### src/verilog/sbcu_regs.vh
// Purpose: Constants of the store byte and conditional store unit
// Assumes: Included by every design file of the unit
// Notes: Offsets are byte addresses on the register bus
`ifndef SBCU_REGS_VH
`define SBCU_REGS_VH

// ==========================================================
// Register offsets
`define SBCU_CTRL_OFS 8'h00
`define SBCU_CONFIG_OFS 8'h04
`define SBCU_STATUS_OFS 8'h08
`define SBCU_LINK_ADDR_OFS 8'h0C
`define SBCU_SC_OK_OFS 8'h10
`define SBCU_SC_FAIL_OFS 8'h14

// ==========================================================
// Field positions
`define SBCU_CTRL_BIG_ENDIAN 0
`define SBCU_CTRL_REV_ENDIAN 1
`define SBCU_CTRL_CP0_EN 2
`define SBCU_CTRL_STRICT 3
`define SBCU_CONFIG_EVA 0
`define SBCU_STATUS_LINK 0
`define SBCU_STATUS_BUSY 1

// ==========================================================
// Reset values
`define SBCU_CTRL_RST 4'h4

// ==========================================================
// Operations
`define SBCU_OP_BYTE 2'h0
`define SBCU_OP_BYTE_USER 2'h1
`define SBCU_OP_COND 2'h2

// ==========================================================
// Segment access modes from translation
`define SBCU_SEG_MAPPED_USER_KERNEL_SEGMENT 3'h1
`define SBCU_SEG_UNMAPPED_USER_KERNEL_SEGMENT 3'h2
`define SBCU_SEG_MAPPED_USER_SUPERVISOR_KERNEL_SEGMENT 3'h3

// ==========================================================
// Exception codes
`define SBCU_EXC_NONE 4'h0
`define SBCU_EXC_REFILL 4'h1
`define SBCU_EXC_INVALID 4'h2
`define SBCU_EXC_MODIFIED 4'h3
`define SBCU_EXC_WATCH 4'h4
`define SBCU_EXC_ADDR 4'h5
`define SBCU_EXC_BUS 4'h6
`define SBCU_EXC_RESV 4'h7
`define SBCU_EXC_CPU 4'h8

// ==========================================================
// Region of the store distance check
`define SBCU_REGION_BYTES 2048
`define SBCU_REGION_BITS 11

`endif

### src/verilog/sbcu_store_unit.v
// Purpose: Byte store, user-space byte store and conditional store execution
// Assumes: Pipeline holds req_* until req_ready; translation and memory
//          answer with one-cycle done pulses
// Notes: Registers reached over AHB-Lite, zero wait states
`timescale 1ns/1ps
`include "sbcu_regs.vh"

module sbcu_store_unit #(
    parameter EVA_PRESENT = 1,
    parameter BLOCK_BITS = 4
) (
    input wire hclk,
    input wire hresetn,
    input wire hsel,
    input wire [31:0] haddr,
    input wire [1:0] htrans,
    input wire hwrite,
    input wire [2:0] hsize,
    input wire [31:0] hwdata,
    input wire hready,
    output reg [31:0] hrdata,
    output wire hreadyout,
    output wire hresp,
    input wire req_valid,
    output wire req_ready,
    input wire [1:0] req_op,
    input wire [31:0] req_base,
    input wire [15:0] req_offset,
    input wire [31:0] req_src,
    input wire [31:0] req_pc,
    output reg xlat_req,
    output reg [31:0] xlat_vaddr,
    output reg xlat_user_map,
    input wire xlat_done,
    input wire [31:0] xlat_paddr,
    input wire [2:0] xlat_cca,
    input wire [2:0] xlat_seg_mode,
    input wire [3:0] xlat_exc,
    output reg mem_req,
    output reg [31:0] mem_addr,
    output reg [31:0] mem_data,
    output reg [3:0] mem_be,
    output reg [2:0] mem_cca,
    input wire mem_done,
    input wire mem_bus_err,
    input wire ll_valid,
    input wire [31:0] ll_pc,
    input wire [31:0] ll_paddr,
    input wire exception_return,
    input wire snoop_valid,
    input wire [31:0] snoop_paddr,
    input wire other_access,
    output reg wb_valid,
    output reg wb_write,
    output reg [31:0] wb_data,
    output reg [3:0] exc_code
);

    localparam ST_IDLE = 2'd0;
    localparam ST_XLAT = 2'd1;
    localparam ST_STORE = 2'd2;
    localparam ST_DONE = 2'd3;

    // ==========================================================
    // Register bus slave
    reg [3:0] ctrl_reg;
    reg [31:0] sc_ok_reg;
    reg [31:0] sc_fail_reg;
    reg wr_pend_reg;
    reg [7:0] wr_addr_reg;
    wire bus_take;
    wire [31:0] link_addr;
    wire link_flag;
    wire link_ok;
    reg [1:0] state_reg;

    assign hreadyout = 1'b1;
    assign hresp = 1'b0;
    assign bus_take = hsel && htrans[1] && hready;

    always @(posedge hclk or negedge hresetn) begin
        if (!hresetn) begin
            wr_pend_reg <= 1'b0;
            wr_addr_reg <= 8'h00;
            ctrl_reg <= `SBCU_CTRL_RST;
            hrdata <= 32'h00000000;
        end else begin
            wr_pend_reg <= bus_take && hwrite;
            wr_addr_reg <= haddr[7:0];
            if (wr_pend_reg && (wr_addr_reg == `SBCU_CTRL_OFS)) begin
                ctrl_reg <= hwdata[3:0];
            end
            // Read data is fetched in the address phase so it stands in the data phase
            if (bus_take && !hwrite) begin
                case (haddr[7:0])
                    `SBCU_CTRL_OFS: hrdata <= {28'h0000000, ctrl_reg};
                    `SBCU_CONFIG_OFS: hrdata <= (EVA_PRESENT != 0) ? 32'h00000001
                        : 32'h00000000;
                    `SBCU_STATUS_OFS: hrdata <= {30'h00000000, (state_reg != ST_IDLE),
                        link_flag};
                    `SBCU_LINK_ADDR_OFS: hrdata <= link_addr;
                    `SBCU_SC_OK_OFS: hrdata <= sc_ok_reg;
                    `SBCU_SC_FAIL_OFS: hrdata <= sc_fail_reg;
                    default: hrdata <= 32'h00000000;
                endcase
            end else begin
                hrdata <= 32'h00000000;
            end
        end
    end

    wire big_endian_core = ctrl_reg[`SBCU_CTRL_BIG_ENDIAN];
    wire reverse_endian_mode = ctrl_reg[`SBCU_CTRL_REV_ENDIAN];
    wire cp0_enabled = ctrl_reg[`SBCU_CTRL_CP0_EN];
    wire strict = ctrl_reg[`SBCU_CTRL_STRICT];

    // ==========================================================
    // Address forming
    wire [31:0] imm16_ext;
    wire [31:0] imm9_ext;
    wire [31:0] vaddr;
    wire eva_present;

    assign eva_present = (EVA_PRESENT != 0);
    assign imm16_ext = {{16{req_offset[15]}}, req_offset};
    assign imm9_ext = {{23{req_offset[8]}}, req_offset[8:0]};
    assign vaddr = req_base + ((req_op == `SBCU_OP_BYTE_USER) ? imm9_ext : imm16_ext);

    // ==========================================================
    // Execution sequence
    reg [1:0] op_reg;
    reg [31:0] src_reg;
    reg [31:0] pc_reg;
    reg sc_consume;
    reg [1:0] lane;
    wire seg_ok;

    // Only the three user-accessible kernel modes are allowed
    assign seg_ok = (xlat_seg_mode == `SBCU_SEG_MAPPED_USER_KERNEL_SEGMENT) ||
        (xlat_seg_mode == `SBCU_SEG_UNMAPPED_USER_KERNEL_SEGMENT) || (xlat_seg_mode == `SBCU_SEG_MAPPED_USER_SUPERVISOR_KERNEL_SEGMENT);
    assign req_ready = (state_reg == ST_IDLE);

    always @(posedge hclk or negedge hresetn) begin
        if (!hresetn) begin
            state_reg <= ST_IDLE;
            op_reg <= `SBCU_OP_BYTE;
            src_reg <= 32'h00000000;
            pc_reg <= 32'h00000000;
            xlat_req <= 1'b0;
            xlat_vaddr <= 32'h00000000;
            xlat_user_map <= 1'b0;
            mem_req <= 1'b0;
            mem_addr <= 32'h00000000;
            mem_data <= 32'h00000000;
            mem_be <= 4'h0;
            mem_cca <= 3'h0;
            wb_valid <= 1'b0;
            wb_write <= 1'b0;
            wb_data <= 32'h00000000;
            exc_code <= `SBCU_EXC_NONE;
            sc_consume <= 1'b0;
            sc_ok_reg <= 32'h00000000;
            sc_fail_reg <= 32'h00000000;
            lane <= 2'h0;
        end else begin
            sc_consume <= 1'b0;
            wb_valid <= 1'b0;
            case (state_reg)
                ST_IDLE: begin
                    wb_write <= 1'b0;
                    exc_code <= `SBCU_EXC_NONE;
                    if (req_valid) begin
                        op_reg <= req_op;
                        src_reg <= req_src;
                        pc_reg <= req_pc;
                        xlat_vaddr <= vaddr;
                        lane <= vaddr[1:0] ^ {2{big_endian_core}};
                        if ((req_op == `SBCU_OP_BYTE_USER) && !eva_present) begin
                            exc_code <= `SBCU_EXC_RESV;
                            wb_valid <= 1'b1;
                            state_reg <= ST_DONE;
                        end else if ((req_op == `SBCU_OP_BYTE_USER) && !cp0_enabled) begin
                            exc_code <= `SBCU_EXC_CPU;
                            wb_valid <= 1'b1;
                            state_reg <= ST_DONE;
                        end else if ((req_op == `SBCU_OP_COND) && (vaddr[1:0] != 2'h0)) begin
                            exc_code <= `SBCU_EXC_ADDR;
                            wb_valid <= 1'b1;
                            state_reg <= ST_DONE;
                        end else if (req_op == `SBCU_OP_BYTE || req_op == `SBCU_OP_BYTE_USER
                            || req_op == `SBCU_OP_COND) begin
                            xlat_req <= 1'b1;
                            xlat_user_map <= (req_op == `SBCU_OP_BYTE_USER);
                            state_reg <= ST_XLAT;
                        end else begin
                            // Unknown operation codes are refused as reserved
                            exc_code <= `SBCU_EXC_RESV;
                            wb_valid <= 1'b1;
                            state_reg <= ST_DONE;
                        end
                    end
                end
                ST_XLAT: begin
                    if (xlat_done) begin
                        xlat_req <= 1'b0;
                        if (xlat_exc != `SBCU_EXC_NONE) begin
                            // Translation faults pass through unchanged
                            exc_code <= xlat_exc;
                            wb_valid <= 1'b1;
                            state_reg <= ST_DONE;
                        end else if ((op_reg == `SBCU_OP_BYTE_USER) && !seg_ok) begin
                            exc_code <= `SBCU_EXC_RESV;
                            wb_valid <= 1'b1;
                            state_reg <= ST_DONE;
                        end else if (op_reg == `SBCU_OP_COND) begin
                            mem_cca <= xlat_cca;
                            mem_addr <= xlat_paddr;
                            if (link_ok) begin
                                mem_data <= src_reg;
                                mem_be <= 4'hF;
                                mem_req <= 1'b1;
                                state_reg <= ST_STORE;
                            end else begin
                                // No write; register receives zero
                                wb_data <= 32'h00000000;
                                wb_write <= 1'b1;
                                wb_valid <= 1'b1;
                                sc_consume <= 1'b1;
                                sc_fail_reg <= sc_fail_reg + 32'h00000001;
                                state_reg <= ST_DONE;
                            end
                        end else begin
                            mem_cca <= xlat_cca;
                            mem_addr <= {xlat_paddr[31:2],
                                xlat_paddr[1:0] ^ {2{reverse_endian_mode}}};
                            mem_data <= {24'h000000, src_reg[7:0]} << {lane, 3'b000};
                            mem_be <= 4'h1 << lane;
                            mem_req <= 1'b1;
                            state_reg <= ST_STORE;
                        end
                    end
                end
                ST_STORE: begin
                    if (mem_done) begin
                        mem_req <= 1'b0;
                        wb_valid <= 1'b1;
                        state_reg <= ST_DONE;
                        if (op_reg == `SBCU_OP_COND) begin
                            wb_data <= 32'h00000001;
                            wb_write <= 1'b1;
                            sc_consume <= 1'b1;
                            sc_ok_reg <= sc_ok_reg + 32'h00000001;
                        end else if (mem_bus_err) begin
                            exc_code <= `SBCU_EXC_BUS;
                        end
                    end
                end
                ST_DONE: begin
                    state_reg <= ST_IDLE;
                end
                default: begin
                    state_reg <= ST_IDLE;
                end
            endcase
        end
    end

    // ==========================================================
    // Link tracking
    // Address equality between linked load and store is left to software
    sbcu_link_monitor #(
        .BLOCK_BITS(BLOCK_BITS)
    ) u_link (
        .hclk(hclk),
        .hresetn(hresetn),
        .ll_valid(ll_valid),
        .ll_pc(ll_pc),
        .ll_paddr(ll_paddr),
        .exception_return(exception_return),
        .snoop_valid(snoop_valid),
        .snoop_paddr(snoop_paddr),
        .other_access(other_access),
        .strict(strict),
        .sc_consume(sc_consume),
        .sc_pc(pc_reg),
        .link_flag(link_flag),
        .link_addr(link_addr),
        .link_ok(link_ok)
    );

endmodule

### src/verilog/sbcu_link_monitor.v
// Purpose: Link flag and monitored block for the conditional store
// Assumes: One linked load at a time, pulses last one cycle
// Notes: A linked load in the same cycle as a clearing event wins
`timescale 1ns/1ps
`include "sbcu_regs.vh"

module sbcu_link_monitor #(
    parameter BLOCK_BITS = 4
) (
    input wire hclk,
    input wire hresetn,
    input wire ll_valid,
    input wire [31:0] ll_pc,
    input wire [31:0] ll_paddr,
    input wire exception_return,
    input wire snoop_valid,
    input wire [31:0] snoop_paddr,
    input wire other_access,
    input wire strict,
    input wire sc_consume,
    input wire [31:0] sc_pc,
    output reg link_flag,
    output reg [31:0] link_addr,
    output wire link_ok
);

    // ==========================================================
    // Clearing events
    reg [31:0] ll_pc_reg;
    wire [31:0] pc_dist;
    wire snoop_hit;
    wire clear_now;

    // Block compare ignores the low BLOCK_BITS address bits
    assign snoop_hit = snoop_valid &&
        (snoop_paddr[31:BLOCK_BITS] == link_addr[31:BLOCK_BITS]);
    // Intervening accesses fail only in strict mode; lax mode lets them pass
    assign clear_now = snoop_hit || exception_return || sc_consume ||
        (strict && other_access);
    assign pc_dist = sc_pc - ll_pc_reg;
    // Strict mode fails a store too far from its linked load
    assign link_ok = link_flag &&
        !(strict && (pc_dist[31:`SBCU_REGION_BITS] != 21'h000000));

    // ==========================================================
    // Link flag
    always @(posedge hclk or negedge hresetn) begin
        if (!hresetn) begin
            link_flag <= 1'b0;
            link_addr <= 32'h00000000;
            ll_pc_reg <= 32'h00000000;
        end else if (ll_valid) begin
            link_flag <= 1'b1;
            link_addr <= ll_paddr;
            ll_pc_reg <= ll_pc;
        end else if (clear_now) begin
            link_flag <= 1'b0;
        end
    end

endmodule

### config.mk
export PLATFORM = sky130hd
export DESIGN_NAME = sbcu_store_unit
export DESIGN_NICKNAME = d
export VERILOG_FILES = /design/src/verilog/sbcu_store_unit.v /design/src/verilog/sbcu_link_monitor.v
export VERILOG_INCLUDE_DIRS = /design/src /design/src/verilog
export SDC_FILE = /design/constraint.sdc
export NUM_CORES = 1
export LEC_CHECK = 0
export ABC_CLOCK_PERIOD_IN_PS = 6800
export BUFFER_PORTS_ARGS = -buffer_cell sky130_fd_sc_hd__clkbuf_2
export CAP_MARGIN = 15
export CORE_ASPECT_RATIO = 0.5
export CORE_UTILIZATION = 39
export CTS_BUF_LIST = sky130_fd_sc_hd__clkbuf_8
export DETAILED_ROUTE_END_ITERATION = 10
export PLACE_DENSITY = 0.59
export SYNTH_ARGS = -nofsm -noshare
export SYNTH_HDL_FRONTEND = slang
export SYNTH_SLANG_ARGS = --single-unit
export TNS_END_PERCENT = 50
### constraint.sdc
create_clock -name hclk -period 6.8 [get_ports hclk]
set_input_delay 1.36 -clock hclk [delete_from_list [all_inputs] [get_ports hclk]]
set_output_delay 1.36 -clock hclk [all_outputs]
set_load 0.05 [all_outputs]
# Yosys cells after proc, flatten, opt, wreduce, memory -nomap -nowiden

Index checks and enable logic that the tools add are counted.

Output and inout bits: 179
Input bits: 334
Bits in registers: 389
Word-level logic and storage cells: 197

Reduce and logical (&&, ||, !) cells: 47
Muxes and demuxes: 78
Bitwise gates (word level): 7
Equal/unequal tests: 32
$add $sub $neg: 4
Shifts and indexed selects: 2

Operators by type and width:

| operator                                                        | number |
|---|---|
| 32-bit 2-to-1 mux                                               | 11 |
| 32-bit one-hot mux with 6 select lines                          | 1 |
| 32-bit by 1-bit adder with 32-bit output, second input constant | 2 |
| 32-bit one-hot mux with 2 select lines                          | 1 |
| 4-bit 2-to-1 mux                                                | 10 |
| 1-bit 2-to-1 mux                                                | 36 |
| 32-bit adder                                                    | 1 |
| 8-bit by 5-bit left shift with 32-bit output                    | 1 |
| 32-bit subtractor                                               | 1 |
| 28-bit == test                                                  | 1 |
| 2-bit != test, second input constant                            | 13 |
| 6-bit AND reduction                                             | 4 |
| 21-bit nonzero test                                             | 1 |
| 2-bit 2-to-1 mux                                                | 10 |
| 8-bit by 4-bit == test with 1-bit output, second input constant | 2 |
| 8-bit by 5-bit == test with 1-bit output, second input constant | 2 |
| 8-bit logical NOT                                               | 2 |
| 8-bit AND reduction                                             | 2 |
| 1-bit logical AND                                               | 12 |
| 4-bit one-hot mux with 3 select lines                           | 1 |
| 5-bit AND reduction                                             | 2 |
| 2-bit nonzero test                                              | 5 |
| 2-bit == test, second input constant                            | 4 |
| 8-bit by 3-bit == test with 1-bit output, second input constant | 1 |
| other kinds (20)                                                | 44 |

# Longest topological paths before layout

Gate-level depths: netlist of run 1.

Depth in word-level cells: 11
Mapped depth: 16
Mapped depth without buffers: 15

# Modules after synthesis

From an unflattened synthesis of run 1, not the netlist that was laid out.

Cell total of the unflattened synthesis: 1,947
Area total of the unflattened synthesis: 18,656.6 um^2

Modules (own cells, without submodules):

| module            | cells an instance | area each (um^2) | seq. area each (um^2) | times used |
|---|---|---|---|---|
| sbcu_store_unit   | 1,437             | 14,076.0         | 7,333.3               | 1 |
| sbcu_link_monitor | 510               | 4,580.6          | 1,626.6               | 1 |

# Worst setup path after synthesis of run 1

No wires, ideal clock.

Path type: input to register
From: in req_op[1]
To: reg xlat_vaddr[30]
Setup slack: 2.693 ns
Data required time: 6.684 ns
Stages on the path: 14
Data arrival time: 3.991 ns
Setup time: 0.116 ns
Path buffers: 2
Path through: nand2b_1 -> clkbuf_1 -> nand2_1 -> nand2_1 -> ha_1 -> clkbuf_1 -> nand3_1 -> nand2_1 -> a21o_1 -> a221oi_1 -> nor2b_1 -> o31a_1 -> o21a_1 -> o311ai_0

Cells in the longest elaborated chain, start to end: 3

RTL lines:

| what                                               | line                  | RTL |
|---|---|---|
| from (decl)                                        | sbcu_store_unit.v:26  | `input wire [1:0] req_op,` |
| 2-bit by 1-bit == test with 1-bit output (no line) | n/a                   |  |
| 32-bit 2-to-1 mux                                  | sbcu_store_unit.v:127 | `` assign vaddr = req_base + ((req_op == `SBCU_OP_BYTE_USER) ? imm9_ext : imm16_ext); `` |
| 32-bit adder                                       | sbcu_store_unit.v:127 |  |
| to (signal assigned)                               | sbcu_store_unit.v:176 | `xlat_vaddr <= vaddr;` |
| to (decl)                                          | sbcu_store_unit.v:32  | `output reg [31:0] xlat_vaddr,` |

No other way between the ends.
A chain may end at the register's enable or synchronous reset.

# Worst setup path after layout of run 1

From: reg pc_reg[20]
To: reg sc_fail_reg[1]

Cells in the longest elaborated chain, start to end: 7

RTL lines:

| what                          | line                   | RTL |
|---|---|---|
| from (decl)                   | sbcu_store_unit.v:133  | `reg [31:0] pc_reg;` |
| from (signal assigned)        | sbcu_store_unit.v:175  | `pc_reg <= req_pc;` |
| 32-bit subtractor             | sbcu_link_monitor.v:40 | `assign pc_dist = sc_pc - ll_pc_reg;` |
| 21-bit nonzero test           | sbcu_link_monitor.v:43 | `` !(strict && (pc_dist[31:`SBCU_REGION_BITS] != 21'h000000)); `` |
| 1-bit logical AND             | sbcu_link_monitor.v:43 |  |
| 1-bit logical NOT             | sbcu_link_monitor.v:43 |  |
| 1-bit logical AND             | sbcu_link_monitor.v:42 | `assign link_ok = link_flag &&` |
| 1-bit NOT (no line)           | n/a                    |  |
| 6-bit AND reduction (no line) | n/a                    |  |
| to (signal assigned)          | sbcu_store_unit.v:229  | `sc_fail_reg <= sc_fail_reg + 32'h00000001;` |
| to (decl)                     | sbcu_store_unit.v:68   | `reg [31:0] sc_fail_reg;` |

No other way between the ends.

==> tab_implementation.tex, run 1 <==
\begin{tabular}{lr}
\hline
Metric & Value \\
\hline
\multicolumn{2}{l}{\textbf{Global route}} \\
Global-route wire length before repair & 84.17 mm \\
Maximum number of pins on one net before global-route repair & 120 \\
Vias in the first global route & 15010 \\
Remaining Overflow, GRT & 0 \\
Number of antenna violations at the first check in global routing & 9 \\
All-Layer GR Usage & 21.59\% \\
\multicolumn{2}{l}{\textbf{Yosys}} \\
Synth Instances & 1962 \\
Flops \& latches, synth & 358 \\
Fraction of synthesized cell area in xor and xnor cells & 6.094\% \\
Synthesized area divided by synthesized cell count & 9.670 sq um \\
Sequential area share after synthesis & 47.23\% \\
Main combinational cell family by area after synthesis & simple AND/OR/NAND/NOR gates \\
Number of enable flip-flop cells after synthesis & 0 \\
Warnings from Yosys & 0 \\
Number of distinct library cells after synthesis & 77 \\
Portion of netlist area occupied by mux cells & 7.452\% \\
Synth Flop Type & dfrtp\_1 \\
Simple-gate portion of the synthesized area & 15.73\% \\
Area of the mapped netlist & 18970 sq um \\
Adder-cell share of the synthesized area & 4.524\% \\
Share of async-settable or async-resettable flops after synthesis & 100.0\% \\
Complex-gate fraction of the synthesized area & 14.12\% \\
\multicolumn{2}{l}{\textbf{Clock tree}} \\
Setup Fix Bufs, Post-CTS & 0 \\
TritonCTS clock tree & yes \\
Clock transition at the registers of the reported paths & 0.07 ns \\
Post-CTS Resized & 0 \\
Number of sinks handled by clock tree synthesis & 358 \\
Number of buffers between clock root and the deepest sink & 3 \\
Clock insertion delay at the later pin of the skew report & 0.64 ns \\
Hold-fix buffers at CTS & 0 \\
Number of buffers inserted during clock tree synthesis & 54 \\
Root buffer selected by CTS & clkbuf\_8 \\
Total number of H-tree levels & 2 \\
\multicolumn{2}{l}{\textbf{Power and ir drop}} \\
Peak VDD IR & 185.4 uV \\
Sum of internal, switching and leakage power & 8454 uW \\
Leakage & 0.01169 uW \\
Total power per unit cell area & 371.6 nW/um\^{}2 \\
\multicolumn{2}{l}{\textbf{Floorplan}} \\
Number of top-level pins & 513 \\
Placement row count & 56 \\
Total Die Area & 49590 sq um \\
Effective utilization at floorplan & 40.00\% \\
Die extent in x & 313.9 um \\
Core Footprint & 47440 sq um \\
Die H & 158.0 um \\
\multicolumn{2}{l}{\textbf{Detailed routing}} \\
Iteration count of the initial detailed-routing pass & 5 \\
Wire length reported by the detailed router & 54.74 mm \\
Via-per-instance ratio & 5.146 \\
Total via count in the routed design & 15650 \\
First-iteration detailed-routing DRC count & 1031 \\
DRC errors left & 0 \\
Post-route ant nets & 0 \\
Wirelength per Cell & 17.99 um \\
\multicolumn{2}{l}{\textbf{Setup path}} \\
End of the worst register-to-register path & sc\_fail\_reg[1]\$\_DFFE\_PN0P\_ \\
Endpoint type of the worst setup path & flop \\
Peak fanout along the critical path & 31 \\
R2r startpoint & pc\_reg[20]\$\_DFFE\_PN0P\_ \\
Worst setup path startpoint & pc\_reg[20]\$\_DFFE\_PN0P\_ \\
Nature of the critical path startpoint & flop \\
Worst setup path category & reg -> reg \\
Worst setup path end & sc\_fail\_reg[1]\$\_DFFE\_PN0P\_ \\
Setup slack of the worst register-to-register path & 2.20 ns \\
Register-to-Register Path Depth & 12 \\
Crit path required time & 7.31 ns \\
Critical path arrival & 5.11 ns \\
\multicolumn{2}{l}{\textbf{Timing}} \\
Part of the cycle the worst path needs & 67.59\% \\
Worst-Margin Slew & 1.145 ns \\
Number of endpoints failing setup at the final stage & 0 \\
Setup repair after global routing missed its margin & false \\
Minimum clock period & 4.596 ns \\
Final hold violations & 0 \\
Setup TNS & 0 ns \\
Max Clock Freq & 0.2176 GHz \\
Worst hold slack across all endpoints & 0.4743 ns \\
Max-slew violations & 0 \\
Setup skew after layout & 0.02950 ns \\
Worst slew slack as a fraction of its limit & 23.48\% \\
\multicolumn{2}{l}{\textbf{Cells and area}} \\
Area Overhead vs Synth & 19.92\% \\
Share of final-layout standard cells stronger than drive strength 1 & 27.01\% \\
Fin cells & 3042 \\
Total number of nets in the final design & 2761 \\
\multicolumn{2}{l}{\textbf{Hold path}} \\
Worst min path class & reg -> reg \\
\multicolumn{2}{l}{\textbf{Placement}} \\
DP HPWL & 39.42 mm \\
Placed cell count & 2941 \\
Number of I/O port buffers & 419 \\
Placer congestion estimate & 0.9174 \\
\multicolumn{2}{l}{\textbf{Run status}} \\
Outcome & finished, final reports clean \\
\multicolumn{2}{l}{\textbf{Run}} \\
Max-cap viol count & 0 \\
\hline
\end{tabular}
power by group:
group	internal [uW]	switching, uW	leakage, uW
Combinational	1100	2430	0.00644
Clock	1110	901	0.000656
Sequential	2600	306	0.00460
Total	4810	3640	0.0117
critical path: stages, from the launching register on:
cell and delay (ns):
dfrtp_1 0.39, ha_1 0.39, a21oi_1 0.37, o21ai_1 0.18
a222oi_1 0.31, o2111ai_1 0.16, a211o_1 0.25, a311o_1 0.27
or4_4 0.43, nor4_4 0.43, a31o_2 0.70, nand2_1 0.26
mux2_2 0.33
cell families (layout without fill, tap and decap cells):
family                   Yosys count  count (layout)
AO/OA/AOI/OAI                    408             408
XOR/XNOR                         132             132
adder cells (fa/ha/maj)           68              68
buffers and inverters            201             603
flip-flops                       358             358
multiplexers                     120             120
other                              2              42
AND/OR/NAND/NOR                  673             673
layer usage:
layer  part of all wire [%]  up-vias  global-route usage (%)
met1                     43     7622                   27.80
met4                    2.5        0                   7.201
met2                     50      362                   36.94
met5                      0        -                       0
met3                    4.3       92                   3.720
li1                       -     7578                       -
cell type report:
| cell class | count | area, sq um |
|---|---|---|
| multi-input cells | 1434 | 9248 |
| diodes | 9 | 22.52 |
| clock buffers | 70 | 963.4 |
| clock inverters | 22 | 229.0 |
| inverters | 75 | 281.5 |
| flip-flops and latches | 358 | 8960 |
| fillers | 4555 | 24680 |
| well taps | 638 | 798.3 |
| repair buffers | 436 | 2250 |
how the worst min path moves through the flow:
stage,startpoint,endpoint,cells after the start
after floorplan,sc_fail_reg[31]$_DFFE_PN0P_,sc_fail_reg[31]$_DFFE_PN0P_,1
after global routing,sc_fail_reg[31]$_DFFE_PN0P_,sc_fail_reg[31]$_DFFE_PN0P_,1
after CTS,sc_fail_reg[31]$_DFFE_PN0P_,sc_fail_reg[31]$_DFFE_PN0P_,1
final,xlat_vaddr[12]$_DFFE_PN0P_,xlat_vaddr[12]$_DFFE_PN0P_,2
after detailed placement,sc_fail_reg[31]$_DFFE_PN0P_,sc_fail_reg[31]$_DFFE_PN0P_,1
after global placement,xlat_vaddr[12]$_DFFE_PN0P_,xlat_vaddr[12]$_DFFE_PN0P_,2
stage by stage:
step,cell area (sq um),util [%],worst slack (ns)
6_report,22750,47.96,2.204
3_3_place_gp,21540,45.40,2.074
2_1_floorplan,19090,-,2.693
4_1_cts,22730,47.92,2.133
3_5_place_dp,21540,45.40,2.030
5_1_grt,22750,47.96,1.922
Yosys cell counts, drive strengths merged (10+ instances only):
| library cell | n | area [sq um] |
|---|---|---|
| a21oi | 104 | 528.0 |
| ha | 67 | 838.3 |
| o21bai | 12 | 90.09 |
| dfrtp | 357 | 8934 |
| a22o | 55 | 481.7 |
| buf | 48 | 339.1 |
| nand3 | 46 | 230.2 |
| a21o | 22 | 165.2 |
| o21ai | 103 | 526.8 |
| nor3 | 27 | 135.1 |
| nor2 | 89 | 334.1 |
| a31oi | 10 | 62.56 |
| nand2 | 392 | 1471 |
| and3 | 16 | 100.1 |
| nand4 | 31 | 193.9 |
| a211oi | 14 | 105.1 |
| nor4 | 13 | 96.34 |
| a22oi | 31 | 232.7 |
| inv | 74 | 277.8 |
| xor2 | 75 | 656.9 |
| xnor2 | 57 | 499.2 |
| clkbuf | 78 | 292.8 |
| mux2 | 107 | 1284 |
| mux2i | 13 | 130.1 |
cell usage in the layout, fill, tap and decap left out, types with 6 or more instances in the layout:
cell type	n
clkbuf_2	417
nand2_1	391
dfrtp_1	357
a21oi_1	102
o21ai_0	94
nor2_1	87
inv_1	86
mux2_2	86
xor2_1	75
clkbuf_8	70
ha_1	67
xnor2_1	57
a22o_1	55
nand3_1	46
conb_1	33
nand4_1	31
a22oi_1	31
nor3_1	26
a21o_1	22
mux2_4	21
buf_4	17
and3_1	16
a211oi_1	14
mux2i_1	13
o21bai_1	12
nor4_1	11
a31oi_1	10
diode_2	9
nand2b_1	8
nor2b_1	8
o21ai_1	8
and4_1	8
or3_1	6
Note: power is estimated with default switching activity, not from simulation.
==> run 2: changes to the inputs <==
- ABC_AREA: unset -> 1
- ABC_CLOCK_PERIOD_IN_PS: 6800 -> 4720
- clock period: 6.8 -> 4.72 ns (I/O delays scaled with it)
==> run 2 against run 1 <==
Against the previous run: clock power up 50%; cell count rose by 25%; hold slack worse by 0.21 ns; combinational power increased by 53%; die area grew 6.6%; register-to-register slack got worse by 1.0 ns; non-clock buffer count up 5; global-route usage up 1.8 points; sequential power increased by 45%; largest cell class unchanged.
==> tab_implementation.tex, run 2 <==
\begin{tabular}{lr}
\hline
Metric & Value \\
\hline
\multicolumn{2}{l}{\textbf{Setup path}} \\
Register-to-Register Path Depth & 19 \\
Nature of the critical path startpoint & flop \\
CP bufs+invs & 1 \\
Peak fanout along the critical path & 64 \\
R2r startpoint & pc\_reg[17]\$\_DFFE\_PN0P\_ \\
Endpoint type of the worst setup path & flop \\
Series of cell instances along the critical path & ha\_1 > nand2\_1 > nor2\_1 > inv\_2 > nor3\_2 > and2\_1 > nand2\_1 > nand2\_1 > nand2\_1 > nand2\_1 > nor2\_1 > nand2\_1 > nor2\_1 > nand3\_1 > nand2\_2 > nand2\_4 > nand3\_4 > o21ai\_0 > nand2\_1 \\
Worst setup path category & reg -> reg \\
Maximum single-stage delay on the critical path & 0.48 ns \\
Crit-path most repeated cell & nand2\_1 \\
End of the worst register-to-register path & sc\_fail\_reg[8]\$\_DFFE\_PN0P\_ \\
Setup slack of the worst register-to-register path & 1.19 ns \\
Worst setup path end & sc\_fail\_reg[8]\$\_DFFE\_PN0P\_ \\
Crit-path leading delay family & simple AND/OR/NAND/NOR gates \\
Critical path arrival & 4.04 ns \\
Crit path required time & 5.24 ns \\
Cell count along the critical path & 19 \\
Cell with the largest stage delay on the worst path & nand3\_4 \\
Worst setup path startpoint & pc\_reg[17]\$\_DFFE\_PN0P\_ \\
\multicolumn{2}{l}{\textbf{Yosys}} \\
Flops \& latches, synth & 358 \\
Top cells by instance count after synthesis & nand2\_1, inv\_1, dfrtp\_1 \\
Complex-gate fraction of the synthesized area & 9.915\% \\
Area of the mapped netlist & 20230 sq um \\
Adder-cell share of the synthesized area & 4.243\% \\
Synth Instances & 2648 \\
Main combinational cell family by area after synthesis & simple AND/OR/NAND/NOR gates \\
Fraction of synthesized cell area in xor and xnor cells & 4.286\% \\
Library cell occupying the most area in the post-synthesis netlist & dfrtp\_1 \\
Number of distinct library cells after synthesis & 60 \\
Share of async-settable or async-resettable flops after synthesis & 100.0\% \\
Most common cell in the netlist & nand2\_1 \\
Warnings from Yosys & 0 \\
Synthesized area divided by synthesized cell count & 7.640 sq um \\
Synth Flop Type & dfrtp\_1 \\
Sequential area share after synthesis & 44.29\% \\
Simple-gate portion of the synthesized area & 25.38\% \\
Area share of the leading cell type in the synthesized netlist & 44.16\% \\
Number of enable flip-flop cells after synthesis & 0 \\
Main area contributors after synthesis & dfrtp\_1, nand2\_1, inv\_1 \\
Portion of netlist area occupied by mux cells & 2.171\% \\
\multicolumn{2}{l}{\textbf{Cells and area}} \\
Share of final-layout standard cells stronger than drive strength 1 & 19.96\% \\
Total number of nets in the final design & 3479 \\
Number of inserted filler cells in the final layout & 5192 \\
Area Overhead vs Synth & 20.13\% \\
Commonest cells after routing, fill and taps aside & nand2\_1, clkbuf\_2, inv\_1, dfrtp\_1, nor2\_1 \\
Most frequent standard cell in the layout excluding fill and tap cells & nand2\_1 \\
Area used by multi-input combinational logic & 9445 sq um \\
Area taken by flip-flops and latches & 8960 sq um \\
\multicolumn{2}{l}{\textbf{Placement}} \\
Post-Place Setup Slack & 0.5100 ns \\
DP HPWL & 47.21 mm \\
Number of I/O port buffers & 419 \\
Placer congestion estimate & 0.9142 \\
\multicolumn{2}{l}{\textbf{Run}} \\
Max-cap viol count & 0 \\
\multicolumn{2}{l}{\textbf{Clock tree}} \\
Number of buffers between clock root and the deepest sink & 3 \\
Clock transition at the registers of the reported paths & 0.08 ns \\
Setup Fix Bufs, Post-CTS & 0 \\
Number of sinks handled by clock tree synthesis & 358 \\
Total number of H-tree levels & 2 \\
TritonCTS clock tree & yes \\
Clock insertion delay at the later pin of the skew report & 0.65 ns \\
Number of buffers inserted during clock tree synthesis & 56 \\
Post-CTS Resized & 0 \\
Hold-fix buffers at CTS & 0 \\
Root buffer selected by CTS & clkbuf\_8 \\
\multicolumn{2}{l}{\textbf{Timing}} \\
Setup TNS & 0 ns \\
Minimum setup slack in the final design & 1.194 ns \\
Part of the cycle the worst path needs & 74.71\% \\
Max Clock Freq & 0.2836 GHz \\
Worst slew slack as a fraction of its limit & 26.29\% \\
Setup repair after global routing missed its margin & false \\
Setup skew after layout & 0.03060 ns \\
Worst-Margin Slew & 1.106 ns \\
Max-slew violations & 0 \\
Number of endpoints failing setup at the final stage & 0 \\
Minimum clock period & 3.526 ns \\
Final hold violations & 0 \\
\multicolumn{2}{l}{\textbf{Run status}} \\
Outcome & finished, final reports clean \\
\multicolumn{2}{l}{\textbf{Power and ir drop}} \\
Total power per unit cell area & 520.0 nW/um\^{}2 \\
Peak VDD IR & 278.4 uV \\
Sum of internal, switching and leakage power & 12640 uW \\
Leakage & 0.01330 uW \\
\multicolumn{2}{l}{\textbf{Floorplan}} \\
Number of top-level pins & 513 \\
Die extent in x & 324.1 um \\
Placement row count & 58 \\
Total Die Area & 52840 sq um \\
Core Footprint & 50730 sq um \\
Die H & 163.0 um \\
Effective utilization at floorplan & 39.88\% \\
\multicolumn{2}{l}{\textbf{Global route}} \\
Global-route wire length before repair & 96.73 mm \\
Vias in the first global route & 18030 \\
All-Layer GR Usage & 23.35\% \\
Maximum number of pins on one net before global-route repair & 94 \\
Number of antenna violations at the first check in global routing & 5 \\
Remaining Overflow, GRT & 0 \\
\multicolumn{2}{l}{\textbf{Hold path}} \\
Worst min path class & in -> async \\
\multicolumn{2}{l}{\textbf{Detailed routing}} \\
Via-per-instance ratio & 4.781 \\
Wirelength per Cell & 16.13 um \\
DRC errors left & 0 \\
Post-route ant nets & 0 \\
Total via count in the routed design & 18250 \\
Wire length reported by the detailed router & 61.57 mm \\
First-iteration detailed-routing DRC count & 1043 \\
Iteration count of the initial detailed-routing pass & 5 \\
\hline
\end{tabular}
==> run 2: report_power, final <==
part | switching [uW] | internal (uW)
Combinational | 3870 | 1550
Clock | 1370 | 1650
Sequential | 431 | 3780
Total | 5670 | 6970
==> run 2: cells by family after synthesis <==
logic type,count (synthesis)
XOR/XNOR,99
multiplexers,39
AND/OR/NAND/NOR,1236
AO/OA/AOI/OAI,365
flip-flops,358
adder cells (fa/ha/maj),68
buffers and inverters,481
other,2
==> run 2: layout make-up <==
| cell class | count | area share [%] |
|---|---|---|
| well taps | 690 | 3.552 |
| clock inverters | 28 | 1.030 |
| clock buffers | 75 | 4.248 |
| diodes | 5 | 0.05149 |
| multi-input cells | 1840 | 38.87 |
| inverters | 380 | 5.869 |
| repair buffers | 441 | 9.514 |
| flip-flops and latches | 358 | 36.87 |
==> run 2: worst min path at each step <==
stage | end | slack (ns) | cells past startpoint
final | pc_reg[17]$_DFFE_PN0P_ | 0.27 | 1
after detailed placement | mem_data[7]$_DFFE_PN0P_ | 0.46 | 2
after CTS | pc_reg[17]$_DFFE_PN0P_ | 0.25 | 1
after global routing | pc_reg[17]$_DFFE_PN0P_ | 0.26 | 1
after global placement | u_link.ll_pc_reg[0]$_DFFE_PN0P_ | 0.46 | 2
after floorplan | sc_ok_reg[4]$_DFFE_PN0P_ | 0.44 | 1
==> run 2: metal layers <==
layer  global-route usage (%)  share of wire (%)  vias to the layer above
met3                    3.162                3.7                      109
met1                    29.29                 43                     8587
met4                    8.233                3.2                        0
met2                    41.20                 50                      367
met5                        0                  0                        -
li1                         -                  -                     9185
==> run 2: through the flow <==
stage	instances	hold WS [ns]	instance area [sq um]	utilization, %
2_1_floorplan	2679	0.4416	20350	-
3_3_place_gp	3709	0.4595	23010	45.36
3_5_place_dp	3709	0.4645	23010	45.36
4_1_cts	3812	0.2469	24290	47.88
5_1_grt	3817	0.2616	24300	47.91
6_report	3817	0.2660	24300	47.91
